==> src/rtl/cacm_pkg.sv <==
package cacm_pkg;
   // ------------------------------------------------------------------
   // register byte offsets
   // ------------------------------------------------------------------
   localparam logic [7:0] ADDR_CTRL    = 8'h00;
   localparam logic [7:0] ADDR_MODE    = 8'h04;
   localparam logic [7:0] ADDR_PWMCFG  = 8'h08;
   localparam logic [7:0] ADDR_CMP_LO  = 8'h0c;
   localparam logic [7:0] ADDR_CMP_HI  = 8'h10;
   localparam logic [7:0] ADDR_COUNTER = 8'h14;
   localparam logic [7:0] ADDR_PINLVL  = 8'h18;
   localparam int         ADDR_W       = 8;

   // ------------------------------------------------------------------
   // control register bits
   // ------------------------------------------------------------------
   localparam int CTRL_EVT  = 0;
   localparam int CTRL_RUN  = 1;
   localparam int CTRL_CYCLE_OVERFLOW_FLAG = 2;
   localparam int CTRL_WRAP = 3;

   // ------------------------------------------------------------------
   // mode register bits
   // ------------------------------------------------------------------
   localparam int MODE_IRQ  = 0;
   localparam int MODE_PWM  = 1;
   localparam int MODE_TOG  = 2;
   localparam int MODE_MAT  = 3;
   localparam int MODE_FALL = 4;
   localparam int MODE_RISE = 5;
   localparam int MODE_CMP  = 6;
   localparam int MODE_W16  = 7;
   localparam int MODE_W    = 8;

   // ------------------------------------------------------------------
   // pwm config register bits
   // ------------------------------------------------------------------
   localparam int PCFG_CLS_LO = 0;
   localparam int PCFG_CLS_HI = 1;
   localparam int PCFG_COVIE  = 5;
   localparam int PCFG_CYCLE_OVERFLOW_FLAG   = 6;
   localparam int PCFG_VIEW   = 7;

   // ------------------------------------------------------------------
   // constants
   // ------------------------------------------------------------------
   localparam logic [1:0]  CLS_8      = 2'h0;
   localparam logic [7:0]  BYTE_MAX   = 8'hff;
   localparam logic [15:0] CNT_MAX    = 16'hffff;
   localparam logic [1:0]  HTRANS_NSQ = 2'h2;
   localparam logic [31:0] RD_ZERO    = 32'h00000000;
endpackage : cacm_pkg

==> src/rtl/cacm_channel.sv <==
`timescale 1ns/10ps
module cacm_channel #(
   parameter int CHANNELS = 1
) (
   input  wire logic        hclk,
   input  wire logic        hresetn,
   input  wire logic        hsel,
   input  wire logic [31:0] haddr,
   input  wire logic [1:0]  htrans,
   input  wire logic        hwrite,
   input  wire logic [2:0]  hsize,
   input  wire logic [31:0] hwdata,
   input  wire logic        hready,
   output logic [31:0]      hrdata,
   output logic             hreadyout,
   output logic             hresp,
   input  wire logic        timebase_tick,
   input  wire logic        channel_pin_in,
   output logic             channel_pin_out,
   output logic             channel_pin_oe,
   output logic             irq
);
   // ------------------------------------------------------------------
   // state
   // ------------------------------------------------------------------
   logic [15:0]                  counter_ff;
   logic                         run_ff;
   logic [15:0]                  cmp_ff;
   logic [15:0]                  reload_ff;
   logic [cacm_pkg::MODE_W-1:0]  mode_ff;
   logic [1:0]                   cls_ff;
   logic                         view_ff;
   logic                         covie_ff;
   logic                         evt_ff;
   logic                         cycle_overflow_flag_ff;
   logic                         wrap_ff;
   logic                         pin_ff;
   logic                         sync1_ff;
   logic                         sync2_ff;
   logic                         sync3_ff;
   logic                         wr_ph_ff;
   logic [cacm_pkg::ADDR_W-1:0]  wr_addr_ff;
   logic [31:0]                  hrdata_ff;
   logic                         irq_ff;

   // ------------------------------------------------------------------
   // helpers
   // ------------------------------------------------------------------
   function automatic logic [10:0] len_mask(input logic [1:0] cls);
      len_mask = 11'((16'h0100 << cls) - 16'h0001);
   endfunction : len_mask

   function automatic logic wr_hit(input logic ph, input logic [7:0] a, input logic [7:0] r);
      wr_hit = ph && (a == r);
   endfunction : wr_hit

   // ------------------------------------------------------------------
   // mode decode
   // ------------------------------------------------------------------
   logic        cmp_en, mat_en, tog_en, pwm_en_b, w16_en;
   logic        cap_mode, tmr_mode, hso_mode, frq_mode, pw16_mode, pwn_mode;
   logic [10:0] msk;
   logic        tick, full_match, n_match, n_ovf, lo_match, cap_evt;
   logic        rise, fall;

   assign cmp_en    = mode_ff[cacm_pkg::MODE_CMP];
   assign mat_en    = mode_ff[cacm_pkg::MODE_MAT];
   assign tog_en    = mode_ff[cacm_pkg::MODE_TOG];
   assign pwm_en_b  = mode_ff[cacm_pkg::MODE_PWM];
   assign w16_en    = mode_ff[cacm_pkg::MODE_W16];
   assign cap_mode  = !pwm_en_b && !tog_en && (mode_ff[cacm_pkg::MODE_RISE] || mode_ff[cacm_pkg::MODE_FALL]);
   assign tmr_mode  = !pwm_en_b && !tog_en && !cap_mode;
   assign hso_mode  = !pwm_en_b && tog_en;
   assign frq_mode  = pwm_en_b && tog_en;
   assign pw16_mode = pwm_en_b && !tog_en && w16_en;
   assign pwn_mode  = pwm_en_b && !tog_en && !w16_en;
   assign msk       = len_mask(cls_ff);
   assign tick      = run_ff && timebase_tick;
   assign full_match = tick && (counter_ff == cmp_ff);
   assign n_match   = tick && ((counter_ff[10:0] & msk) == (cmp_ff[10:0] & msk));
   assign n_ovf     = tick && ((counter_ff[10:0] & msk) == msk);
   assign lo_match  = tick && (counter_ff[7:0] == cmp_ff[7:0]);
   assign rise      = sync2_ff && !sync3_ff;
   assign fall      = !sync2_ff && sync3_ff;
   assign cap_evt   = cap_mode && ((rise && mode_ff[cacm_pkg::MODE_RISE])
                                   || (fall && mode_ff[cacm_pkg::MODE_FALL]));

   // ------------------------------------------------------------------
   // bus
   // ------------------------------------------------------------------
   logic acc, wr_ctrl, wr_mode, wr_pcfg, wr_lo, wr_hi, wr_cnt;
   assign acc     = hsel && hready && (htrans == cacm_pkg::HTRANS_NSQ);
   assign wr_ctrl = wr_hit(wr_ph_ff, wr_addr_ff, cacm_pkg::ADDR_CTRL);
   assign wr_mode = wr_hit(wr_ph_ff, wr_addr_ff, cacm_pkg::ADDR_MODE);
   assign wr_pcfg = wr_hit(wr_ph_ff, wr_addr_ff, cacm_pkg::ADDR_PWMCFG);
   assign wr_lo   = wr_hit(wr_ph_ff, wr_addr_ff, cacm_pkg::ADDR_CMP_LO);
   assign wr_hi   = wr_hit(wr_ph_ff, wr_addr_ff, cacm_pkg::ADDR_CMP_HI);
   assign wr_cnt  = wr_hit(wr_ph_ff, wr_addr_ff, cacm_pkg::ADDR_COUNTER);

   always_ff @(posedge hclk or negedge hresetn) begin
      if (!hresetn) begin
         wr_ph_ff   <= 1'b0;
         wr_addr_ff <= '0;
      end else begin
         wr_ph_ff   <= acc && hwrite && (hsize == 3'h2);
         wr_addr_ff <= haddr[cacm_pkg::ADDR_W-1:0];
      end
   end

   logic        use_rl;
   logic [31:0] rd;
   assign use_rl = view_ff && pwn_mode && (cls_ff != cacm_pkg::CLS_8);
   always_comb begin
      rd = cacm_pkg::RD_ZERO;
      unique case (haddr[cacm_pkg::ADDR_W-1:0])
         cacm_pkg::ADDR_CTRL:    rd = {28'h0000000, wrap_ff, cycle_overflow_flag_ff, run_ff, evt_ff};
         cacm_pkg::ADDR_MODE:    rd = {24'h000000, mode_ff};
         cacm_pkg::ADDR_PWMCFG:  rd = {24'h000000, view_ff, cycle_overflow_flag_ff, covie_ff, 3'h0, cls_ff};
         cacm_pkg::ADDR_CMP_LO:  rd = {24'h000000, use_rl ? reload_ff[7:0] : cmp_ff[7:0]};
         cacm_pkg::ADDR_CMP_HI:  rd = {24'h000000, use_rl ? reload_ff[15:8] : cmp_ff[15:8]};
         cacm_pkg::ADDR_COUNTER: rd = {16'h0000, counter_ff};
         cacm_pkg::ADDR_PINLVL:  rd = {31'h00000000, sync2_ff};
         default:                rd = cacm_pkg::RD_ZERO;
      endcase
   end

   always_ff @(posedge hclk or negedge hresetn) begin
      if (!hresetn) begin
         hrdata_ff <= cacm_pkg::RD_ZERO;
      end else if (acc && !hwrite) begin
         hrdata_ff <= rd;
      end
   end
   assign hrdata    = hrdata_ff;
   assign hreadyout = 1'b1;
   assign hresp     = 1'b0;

   // ------------------------------------------------------------------
   // pin synchroniser
   // ------------------------------------------------------------------
   always_ff @(posedge hclk or negedge hresetn) begin
      if (!hresetn) begin
         sync1_ff <= 1'b0;
         sync2_ff <= 1'b0;
         sync3_ff <= 1'b0;
      end else begin
         sync1_ff <= channel_pin_in;
         sync2_ff <= sync1_ff;
         sync3_ff <= sync2_ff;
      end
   end

   // ------------------------------------------------------------------
   // counter and wrap flag
   // ------------------------------------------------------------------
   always_ff @(posedge hclk or negedge hresetn) begin
      if (!hresetn) begin
         counter_ff <= '0;
         run_ff     <= 1'b0;
         wrap_ff    <= 1'b0;
      end else begin
         if (wr_cnt) begin
            counter_ff <= hwdata[15:0];
         end else if (tick) begin
            counter_ff <= counter_ff + 16'h0001;
         end
         if (wr_ctrl) begin
            run_ff <= hwdata[cacm_pkg::CTRL_RUN];
         end
         if (tick && counter_ff == cacm_pkg::CNT_MAX) begin
            wrap_ff <= 1'b1;
         end else if (wr_ctrl) begin
            wrap_ff <= hwdata[cacm_pkg::CTRL_WRAP];
         end
      end
   end

   // ------------------------------------------------------------------
   // configuration
   // ------------------------------------------------------------------
   always_ff @(posedge hclk or negedge hresetn) begin
      if (!hresetn) begin
         mode_ff  <= '0;
         cls_ff   <= cacm_pkg::CLS_8;
         view_ff  <= 1'b0;
         covie_ff <= 1'b0;
      end else begin
         if (wr_lo && !use_rl) begin
            mode_ff[cacm_pkg::MODE_CMP] <= 1'b0;
         end else if (wr_hi && !use_rl) begin
            mode_ff[cacm_pkg::MODE_CMP] <= 1'b1;
         end else if (wr_mode) begin
            mode_ff <= hwdata[cacm_pkg::MODE_W-1:0];
         end
         if (wr_pcfg) begin
            cls_ff   <= hwdata[cacm_pkg::PCFG_CLS_HI:cacm_pkg::PCFG_CLS_LO];
            view_ff  <= hwdata[cacm_pkg::PCFG_VIEW];
            covie_ff <= hwdata[cacm_pkg::PCFG_COVIE];
         end
      end
   end

   // ------------------------------------------------------------------
   // compare and reload registers
   // ------------------------------------------------------------------
   logic [7:0] step;
   assign step = cmp_ff[15:8]; // zero wraps as 256
   always_ff @(posedge hclk or negedge hresetn) begin
      if (!hresetn) begin
         cmp_ff    <= '0;
         reload_ff <= '0;
      end else begin
         if (use_rl && wr_lo) begin
            reload_ff[7:0] <= hwdata[7:0];
         end
         if (use_rl && wr_hi) begin
            reload_ff[15:8] <= hwdata[7:0];
         end
         if (cap_evt) begin
            cmp_ff <= counter_ff;
         end else if (!use_rl && wr_lo) begin
            cmp_ff[7:0] <= hwdata[7:0];
         end else if (!use_rl && wr_hi) begin
            cmp_ff[15:8] <= hwdata[7:0];
         end else if (frq_mode && cmp_en && lo_match) begin
            cmp_ff[7:0] <= cmp_ff[7:0] + step;
         end else if (pwn_mode && cls_ff == cacm_pkg::CLS_8 && tick
                      && counter_ff[7:0] == cacm_pkg::BYTE_MAX) begin
            cmp_ff[7:0] <= cmp_ff[15:8];
         end else if (pwn_mode && cls_ff != cacm_pkg::CLS_8 && n_ovf) begin
            cmp_ff <= reload_ff;
         end
      end
   end

   // ------------------------------------------------------------------
   // pin output
   // ------------------------------------------------------------------
   always_ff @(posedge hclk or negedge hresetn) begin
      if (!hresetn) begin
         pin_ff <= 1'b0;
      end else if ((pwn_mode || pw16_mode) && !cmp_en) begin
         pin_ff <= 1'b0;
      end else if (pwn_mode && n_ovf) begin
         pin_ff <= 1'b0;
      end else if (pwn_mode && n_match) begin
         pin_ff <= 1'b1;
      end else if (pw16_mode && tick && counter_ff == cacm_pkg::CNT_MAX) begin
         pin_ff <= 1'b0;
      end else if (pw16_mode && full_match) begin
         pin_ff <= 1'b1;
      end else if (hso_mode && cmp_en && mat_en && full_match) begin
         pin_ff <= !pin_ff;
      end else if (frq_mode && cmp_en && lo_match) begin
         pin_ff <= !pin_ff;
      end
   end
   assign channel_pin_out = pin_ff;
   logic oe_ff;
   always_ff @(posedge hclk or negedge hresetn) begin
      if (!hresetn) begin
         oe_ff <= 1'b0;
      end else begin
         oe_ff <= !cap_mode && !tmr_mode;
      end
   end
   assign channel_pin_oe  = oe_ff;

   // ------------------------------------------------------------------
   // event flags and interrupt
   // ------------------------------------------------------------------
   logic evt_set, cycle_overflow_flag_set;
   assign evt_set = cap_evt
                 || (mat_en && cmp_en && (tmr_mode || hso_mode || pw16_mode) && full_match)
                 || (frq_mode && mat_en && full_match)
                 || (pwn_mode && mat_en && cmp_en && n_match);
   assign cycle_overflow_flag_set = pwn_mode && n_ovf;

   always_ff @(posedge hclk or negedge hresetn) begin
      if (!hresetn) begin
         evt_ff  <= 1'b0;
         cycle_overflow_flag_ff <= 1'b0;
         irq_ff  <= 1'b0;
      end else begin
         if (evt_set) begin
            evt_ff <= 1'b1;
         end else if (wr_ctrl) begin
            evt_ff <= hwdata[cacm_pkg::CTRL_EVT];
         end
         if (cycle_overflow_flag_set) begin
            cycle_overflow_flag_ff <= 1'b1;
         end else if (wr_ctrl) begin
            cycle_overflow_flag_ff <= hwdata[cacm_pkg::CTRL_CYCLE_OVERFLOW_FLAG];
         end
         irq_ff <= (evt_ff && mode_ff[cacm_pkg::MODE_IRQ]) || (cycle_overflow_flag_ff && covie_ff);
      end
   end
   assign irq = irq_ff;
endmodule : cacm_channel

==> config.mk <==
export PLATFORM = sky130hd
export DESIGN_NAME = cacm_channel
export DESIGN_NICKNAME = d
export VERILOG_FILES = /design/src/rtl/cacm_pkg.sv /design/src/rtl/cacm_channel.sv
export SDC_FILE = /design/constraint.sdc
export NUM_CORES = 1
export LEC_CHECK = 0
export BUFFER_PORTS_ARGS = -buffer_cell sky130_fd_sc_hd__buf_2
export CAP_MARGIN = 10
export CORE_MARGIN = 2
export CORE_UTILIZATION = 29
export CTS_BUF_LIST = sky130_fd_sc_hd__clkbuf_8 sky130_fd_sc_hd__clkbuf_16
export DETAILED_ROUTE_END_ITERATION = 10
export REMOVE_ABC_BUFFERS = 1
export SLEW_MARGIN = 20
export SYNTH_ARGS = -nofsm -noshare
export SYNTH_HDL_FRONTEND = slang
export SYNTH_SLANG_ARGS = --single-unit
==> constraint.sdc <==
create_clock -name hclk -period 3.2 [get_ports hclk]
set_clock_uncertainty 0.05 [all_clocks]
set_input_delay 0.48 -clock hclk [delete_from_list [all_inputs] [get_ports hclk]]
set_output_delay 0.48 -clock hclk [all_outputs]
set_load 0.03 [all_outputs]
==> results of run 1 <==
==> routing by layer <==
metal	up-vias	global-route usage, %
met1	2350	25.69
met2	185	25.27
met3	24	3.113
li1	2223	-
met4	0	5.723
met5	-	0
==> worst max-delay path: cells and delay by family, from the launching register on <==
kind                     cells  cell delay [ps]
flip-flops                   1              530
adder cells (fa/ha/maj)      1              230
AND/OR/NAND/NOR              2              520
AO/OA/AOI/OAI                3              790
multiplexers                 1              380
==> worst paths after layout <==
| kind | cells after the start | from | endpoint |
|---|---|---|---|
| setup / recovery | 7 | counter_ff[1] | cmp_ff[12] |
| hold / removal | 2 | hresetn | sync3_ff |
| setup reg to reg | 7 | counter_ff[1] | cmp_ff[12] |
| hold reg to reg | 0 | sync1_ff | sync2_ff |
| max in group asynchronous | 2 | hresetn | hrdata[13] |
| min in group hclk | 1 | channel_pin_in | sync1_ff |
==> logic make-up (layout without fill, tap and decap cells) <==
family / after synthesis / after routing / synth area share (%)
AO/OA/AOI/OAI: 120 / 120 / 13.46
other: 2 / 18 / 0.1315
XOR/XNOR: 38 / 38 / 5.830
adder cells (fa/ha/maj): 9 / 9 / 2.104
AND/OR/NAND/NOR: 208 / 208 / 18.65
multiplexers: 67 / 67 / 12.82
flip-flops: 95 / 95 / 41.64
buffers and inverters: 56 / 106 / 5.369
==> registers in the layout, indices dropped and copies added, names as in the netlist <==
register and count:
channel_pin_oe 1, wrap_ff 1, covie_ff 1, counter_ff 16, channel_pin_out 1, cls_ff 2
wr_ph_ff 1, sync3_ff 1, evt_ff 1, cmp_ff 16, cycle_overflow_flag_ff 1, mode_ff 8
sync1_ff 1, wr_addr_ff 8, irq 1, run_ff 1, hrdata 16, sync2_ff 1
view_ff 1, reload_ff 16
==> metrics by stage <==
step | instances | utilization (%) | hold WS [ps]
global route | 926 | 34.08 | 159.4
finish | 926 | 34.08 | 118.7
CTS | 926 | 34.08 | 157.7
floorplan | 565 | - | 134.4
global placement | 910 | 32.57 | 285.8
detailed placement | 910 | 32.57 | 285.5
==> power by group <==
group / internal, W / leakage [nW] / switching [W]
Clock: 0.000617 / 0.152 / 0.000456
Combinational: 0.000349 / 1.53 / 0.000437
Sequential: 0.00133 / 1.17 / 0.000232
Total: 0.00229 / 2.86 / 0.00113
==> area by class of cell <==
class	instances	area, µm²	area share [%]
multi-input combinational	460	3092	46.76
sequential	95	2377	35.96
timing repair buffer	80	480.5	7.267
tap	265	331.6	5.015
clock buffer	10	239.0	3.615
clock inverter	6	53.80	0.8138
inverter	10	37.54	0.5678
==> placed cells by master, fill, tap and decap left out, types with 8 or more instances in the layout <==
| cell type | synthesis | final |
|---|---|---|
| a21oi_1 | 36 | 36 |
| a31oi_1 | 8 | 8 |
| buf_2 | 6 | 53 |
| buf_4 | 21 | 26 |
| clkbuf_16 | 0 | 9 |
| conb_1 | 2 | 18 |
| dfrtp_1 | 95 | 95 |
| ha_1 | 8 | 8 |
| inv_1 | 10 | 13 |
| mux2_2 | 39 | 39 |
| mux2i_1 | 27 | 27 |
| nand2_1 | 74 | 74 |
| nand3_1 | 29 | 29 |
| nand4_1 | 9 | 9 |
| nor2_1 | 38 | 38 |
| nor3_1 | 11 | 11 |
| o21ai_0 | 30 | 30 |
| xnor2_1 | 13 | 13 |
| xor2_1 | 25 | 25 |
==> run summary, run 1 <==
H-tree level count - 3
final slew viol count - 0
I/O pins - 113
Met3 Wirelength - 1193 µm
Slowest cell on crit path - dfrtp_1
Post-Syn Area - 0.005709 mm²
Resize count post-CTS - 0
fillers - 2051
antenna viol nets, final - 0
Cell Rows - 51
Post-Synthesis Cells - 595
Critical Path, Cell by Cell - ha_1 > nand4_1 > nor3_2 > o2111a_1 > a21oi_1 > o21ai_4 > mux2_2
Yosys top cell by area - dfrtp_1
fin crit share - 81.90%
Synth area leaders - dfrtp_1 (42%), mux2_2 (7.7%), nand2_1 (4.9%)
critical path type - reg2reg
setup slack on the worst flop-to-flop path - 580 ps
Crit. End Element - register
pre-CTS setup slack - 603.6 ps
gr ovfl total - 0
met2 wire len - 7355 µm
Avg Synthesized Cell Area - 9.595 µm²
DP HPWL - 12720 µm
pwr dens - 517.1 mW/mm²
vias in the first global route - 4519
routed len/inst - 18.51 µm
largest net degree at the start of global routing - 96
vias per cell - 5.164
Hold Crit Class - in2async
placed cell area - 0.006319 mm²
top sig layer - met4
DR iter-0 viols - 426
final hold violations - 0
Max Clk Rate - 381.6 MHz
setup slack after layout - 579.3 ps
top post-synthesis cells by count - dfrtp_1 (95), nand2_1 (74), mux2_2 (39)
Routability Congestion - 0.9184
area of the die - 0.02083 mm²
VDD IR max - 0.2747 mV
via count - 4782
first-pass GRT wire length - 26650 µm
minimum clock period - 2621 ps
Worst Path Max Fanout - 8
clk_lat worst skew - 360 ps
area grow syn2layout - 15.80%
Synth Register Bits - 95
post-CTS setup buffers - 0
setup violators final - 0
routed wire length - 17140 µm
clock sink total - 95
critical path data required time - 3390 ps
Diodes inserted - 0
Worst path max stage delay - 530 ps
initial antenna violation count - 0
Floorplan Core Area - 0.01940 mm²
CTS tree - built
layout cells sized above 1 - 22.69%
max cap viols - 0
Post-synth EDFFs - 0
Global Route Usage Sum - 17.31%
crit path DAT - 2810 ps
Worst-Margin Slew - 621.0 ps
run status - completed
total chip power - 0.003419 W
cts hold-fix bufs - 0
Chip Height - 144.3 µm
top cell type's share of synthesized area - 41.64%
worst slew margin relative to its limit - 58.44%
Yosys warnings - 0
fraction of registers with async set/reset - 100.0%
final instance area - 0.006611 mm²
Metal-1 WL - 8228 µm
Initial Util - 29.43%
LEAKAGE - 2.858 nW
drt drc - 0
register area share after synthesis - 41.64%
Main synth FF type - dfrtp_1
Pre-Repair DR Iteration Count - 5
most instantiated library cell after synthesis - dfrtp_1
RSZ-0062 raised after global routing - false
Final #Nets - 741
CTS Root Cell - clkbuf_16
PortBufs - 54
Startpoint Class - register
Clock transition at path regs - 70 ps
Clock Tree Buf Depth - 2
Num CTS Buffers - 9
Total Neg Setup Slack - 0 ps
Synth cell types - 69
Chip Width - 144.3 µm
No activity file was read; power rests on OpenSTA's default activity.
==> run 2: changes to the inputs <==
Clock period 3.2 ns to 2.55 ns, I/O delays scaled along.
==> run 2 against run 1 <==
Against the previous run: final area is 4.1% higher; combinational power is 36% higher; cell count is 2.9% higher; via count is 0.88% higher; register-to-register slack worse by 450 ps; worst hold slack worse by 74 ps; global-route usage is 0.58 points higher; first-iteration DRC count is 14% lower; maximum frequency is 8.1% higher; sequential power is 25% higher.
==> run summary, run 2 (synthesized netlist as in run 1, its figures left out) <==
run status - completed
gr ovfl total - 0 (unchanged)
final slew viol count - 0 (unchanged)
fin crit share - 95.09% (+13 points)
Critical Path, Cell by Cell - xor2_1 > nor3_1 > nand4_1 > a21oi_4 > nand2b_4 > a41oi_1
Clock transition at path regs - 70 ps (about the same)
routed wire length - 17440 µm (+1.8%)
Worst path max stage delay - 510 ps (-20 ps)
worst slew margin relative to its limit - 55.27% (-3.2 points)
RR Startpoint - counter_ff[4]
CTS Root Cell - clkbuf_16
final hold slack - 44.63 ps (-74.07 ps)
largest net degree at the start of global routing - 96 (unchanged)
Gate power share - 23.3% (+0.3 points)
Worst R2R End - cmp_ff[6]
post-CTS setup buffers - 0 (unchanged)
Worst-Margin Slew - 654.1 ps (+33.04 ps)
crit path DAT - 2600 ps (-210 ps)
Startpoint Class - register
Chip Width - 144.3 µm (unchanged)
H-tree level count - 3 (unchanged)
drt drc - 0 (unchanged)
DP HPWL - 13120 µm (+3.2%)
CP top delay family - simple AND/OR/NAND/NOR gates
clock sink total - 95 (unchanged)
routed len/inst - 18.30 µm (-1.1%)
clk_lat worst skew - 350 ps (about the same)
Pre-Repair DR Iteration Count - 4 (-1)
critical path type - reg2reg
final instance area - 0.006880 mm² (+4.1%)
commonest cells after routing, fill and taps aside - dfrtp_1 (95), nand2_1 (74), buf_2 (53)
Reg power frac - 42.3% (-3.3 points)
clock power share - 34.3% (+2.9 points)
Resize count post-CTS - 0 (unchanged)
I/O pins - 113 (unchanged)
Clock Tree Buf Depth - 2 (unchanged)
area of the die - 0.02083 mm² (unchanged)
fillers - 2025 (-1.3%)
layout cells sized above 1 - 26.16% (+3.5 points)
vias per cell - 5.062 (-2.0%)
final hold violations - 0 (unchanged)
Crit. End Element - register
minimum clock period - 2425 ps (-195.9 ps)
setup slack after layout - 125.2 ps (-454.1 ps)
Global Route Usage Sum - 17.89% (+0.58 points)
initial antenna violation count - 0 (unchanged)
LEAKAGE - 3.011 nW (+5.4%)
Worst Path Buf+Inv - 0 (unchanged)
Diodes inserted - 0 (unchanged)
Hold Crit Class - in2async
CTS tree - built
Worst Path Max Fanout - 8 (unchanged)
Cell Rows - 51 (unchanged)
Internal Power - 0.003138 W (+37%)
Switching Power - 0.001461 W (+30%)
PortBufs - 54 (unchanged)
antenna viol nets, final - 0 (unchanged)
DR iter-0 viols - 367 (-14%)
Chip Height - 144.3 µm (unchanged)
critical path data required time - 2720 ps (-670 ps)
pre-CTS setup slack - 146.4 ps (-457.3 ps)
cts hold-fix bufs - 0 (unchanged)
Initial Util - 29.43% (unchanged)
via count - 4824 (+0.88%)
Slowest cell on crit path - dfrtp_1
setup violators final - 0 (unchanged)
Num CTS Buffers - 9 (unchanged)
Max Clk Rate - 412.4 MHz (+8.1%)
most common cell after layout, fill and taps aside - dfrtp_1
Reg2Reg Depth - 6 (-1)
vias in the first global route - 4860 (+7.5%)
Floorplan Core Area - 0.01940 mm² (unchanged)
area grow syn2layout - 20.51%
RSZ-0062 raised after global routing - false
pwr dens - 668.4 mW/mm² (+29%)
max cap viols - 0 (unchanged)
setup slack on the worst flop-to-flop path - 130 ps (-450 ps)
Final #Nets - 768 (+3.6%)
switching share of power - 31.76% (-1.2 points)
VDD IR max - 0.4153 mV (+51%)
placed cell area - 0.006534 mm² (+3.4%)
Routability Congestion - 0.9209 (+0.27%)
first-pass GRT wire length - 27860 µm (+4.6%)
## run 2: power groups by stage
stage	clock network, W	logic [W]	registers (W)
6_report	0.00158	0.00107	0.00195
4_1_cts	0.00161	0.00106	0.00194
3_5_place_dp	0	0.00105	0.00196
2_1_floorplan	0	0.000644	0.00189
3_3_place_gp	0	0.00104	0.00196
5_1_grt	0.00166	0.00119	0.00197
## run 2: cell type report
type	count	area, µm²	share of cell area [%]
Inverter	10	37.54	0.5456
Tap cell	265	331.6	4.819
Timing Repair Buffer	107	695.7	10.11
Clock buffer	10	239.0	3.473
Sequential cell	95	2377	34.55
Clock inverter	6	107.6	1.564
Multi-Input combinational cell	460	3092	44.94
## run 2: worst reg2reg max path: stages (launching register included)
cell and delay, ps:
dfrtp_1 510, xor2_1 220, nor3_1 360, nand4_1 410
a21oi_4 390, nand2b_4 240, a41oi_1 110
## run 2: how the worst max path moves through the flow
stage                       to          start  cells past startpoint
floorplan            cmp_ff[2]  counter_ff[0]                      7
global placement     hrdata[6]       haddr[7]                      8
detailed placement  cmp_ff[14]  wr_addr_ff[1]                      7
CTS                 cmp_ff[14]  wr_addr_ff[1]                      7
global route         cmp_ff[7]      cmp_ff[9]                      7
finish               cmp_ff[6]  counter_ff[4]                      6
## run 2: metal layers
metal | vias up | GRT usage (%) | routed length, µm
met1 | 2344 | 25.08 | 8083
met4 | 0 | 6.132 | 419
met5 | - | 0 | 0
li1 | 2290 | - | -
met2 | 163 | 26.94 | 7480
met3 | 27 | 4.338 | 1457
## run 2: through the flow
step / utilization [%] / total power [W] / instances / TNS [ps]
2_1_floorplan: - / 0.002537 / 565 / -1802
5_1_grt: 35.47 / 0.004817 / 953 / 0
4_1_cts: 35.47 / 0.004616 / 953 / 0
6_report: 35.47 / 0.004599 / 953 / 0
3_3_place_gp: 33.68 / 0.003004 / 937 / 0
3_5_place_dp: 33.68 / 0.003019 / 937 / 0
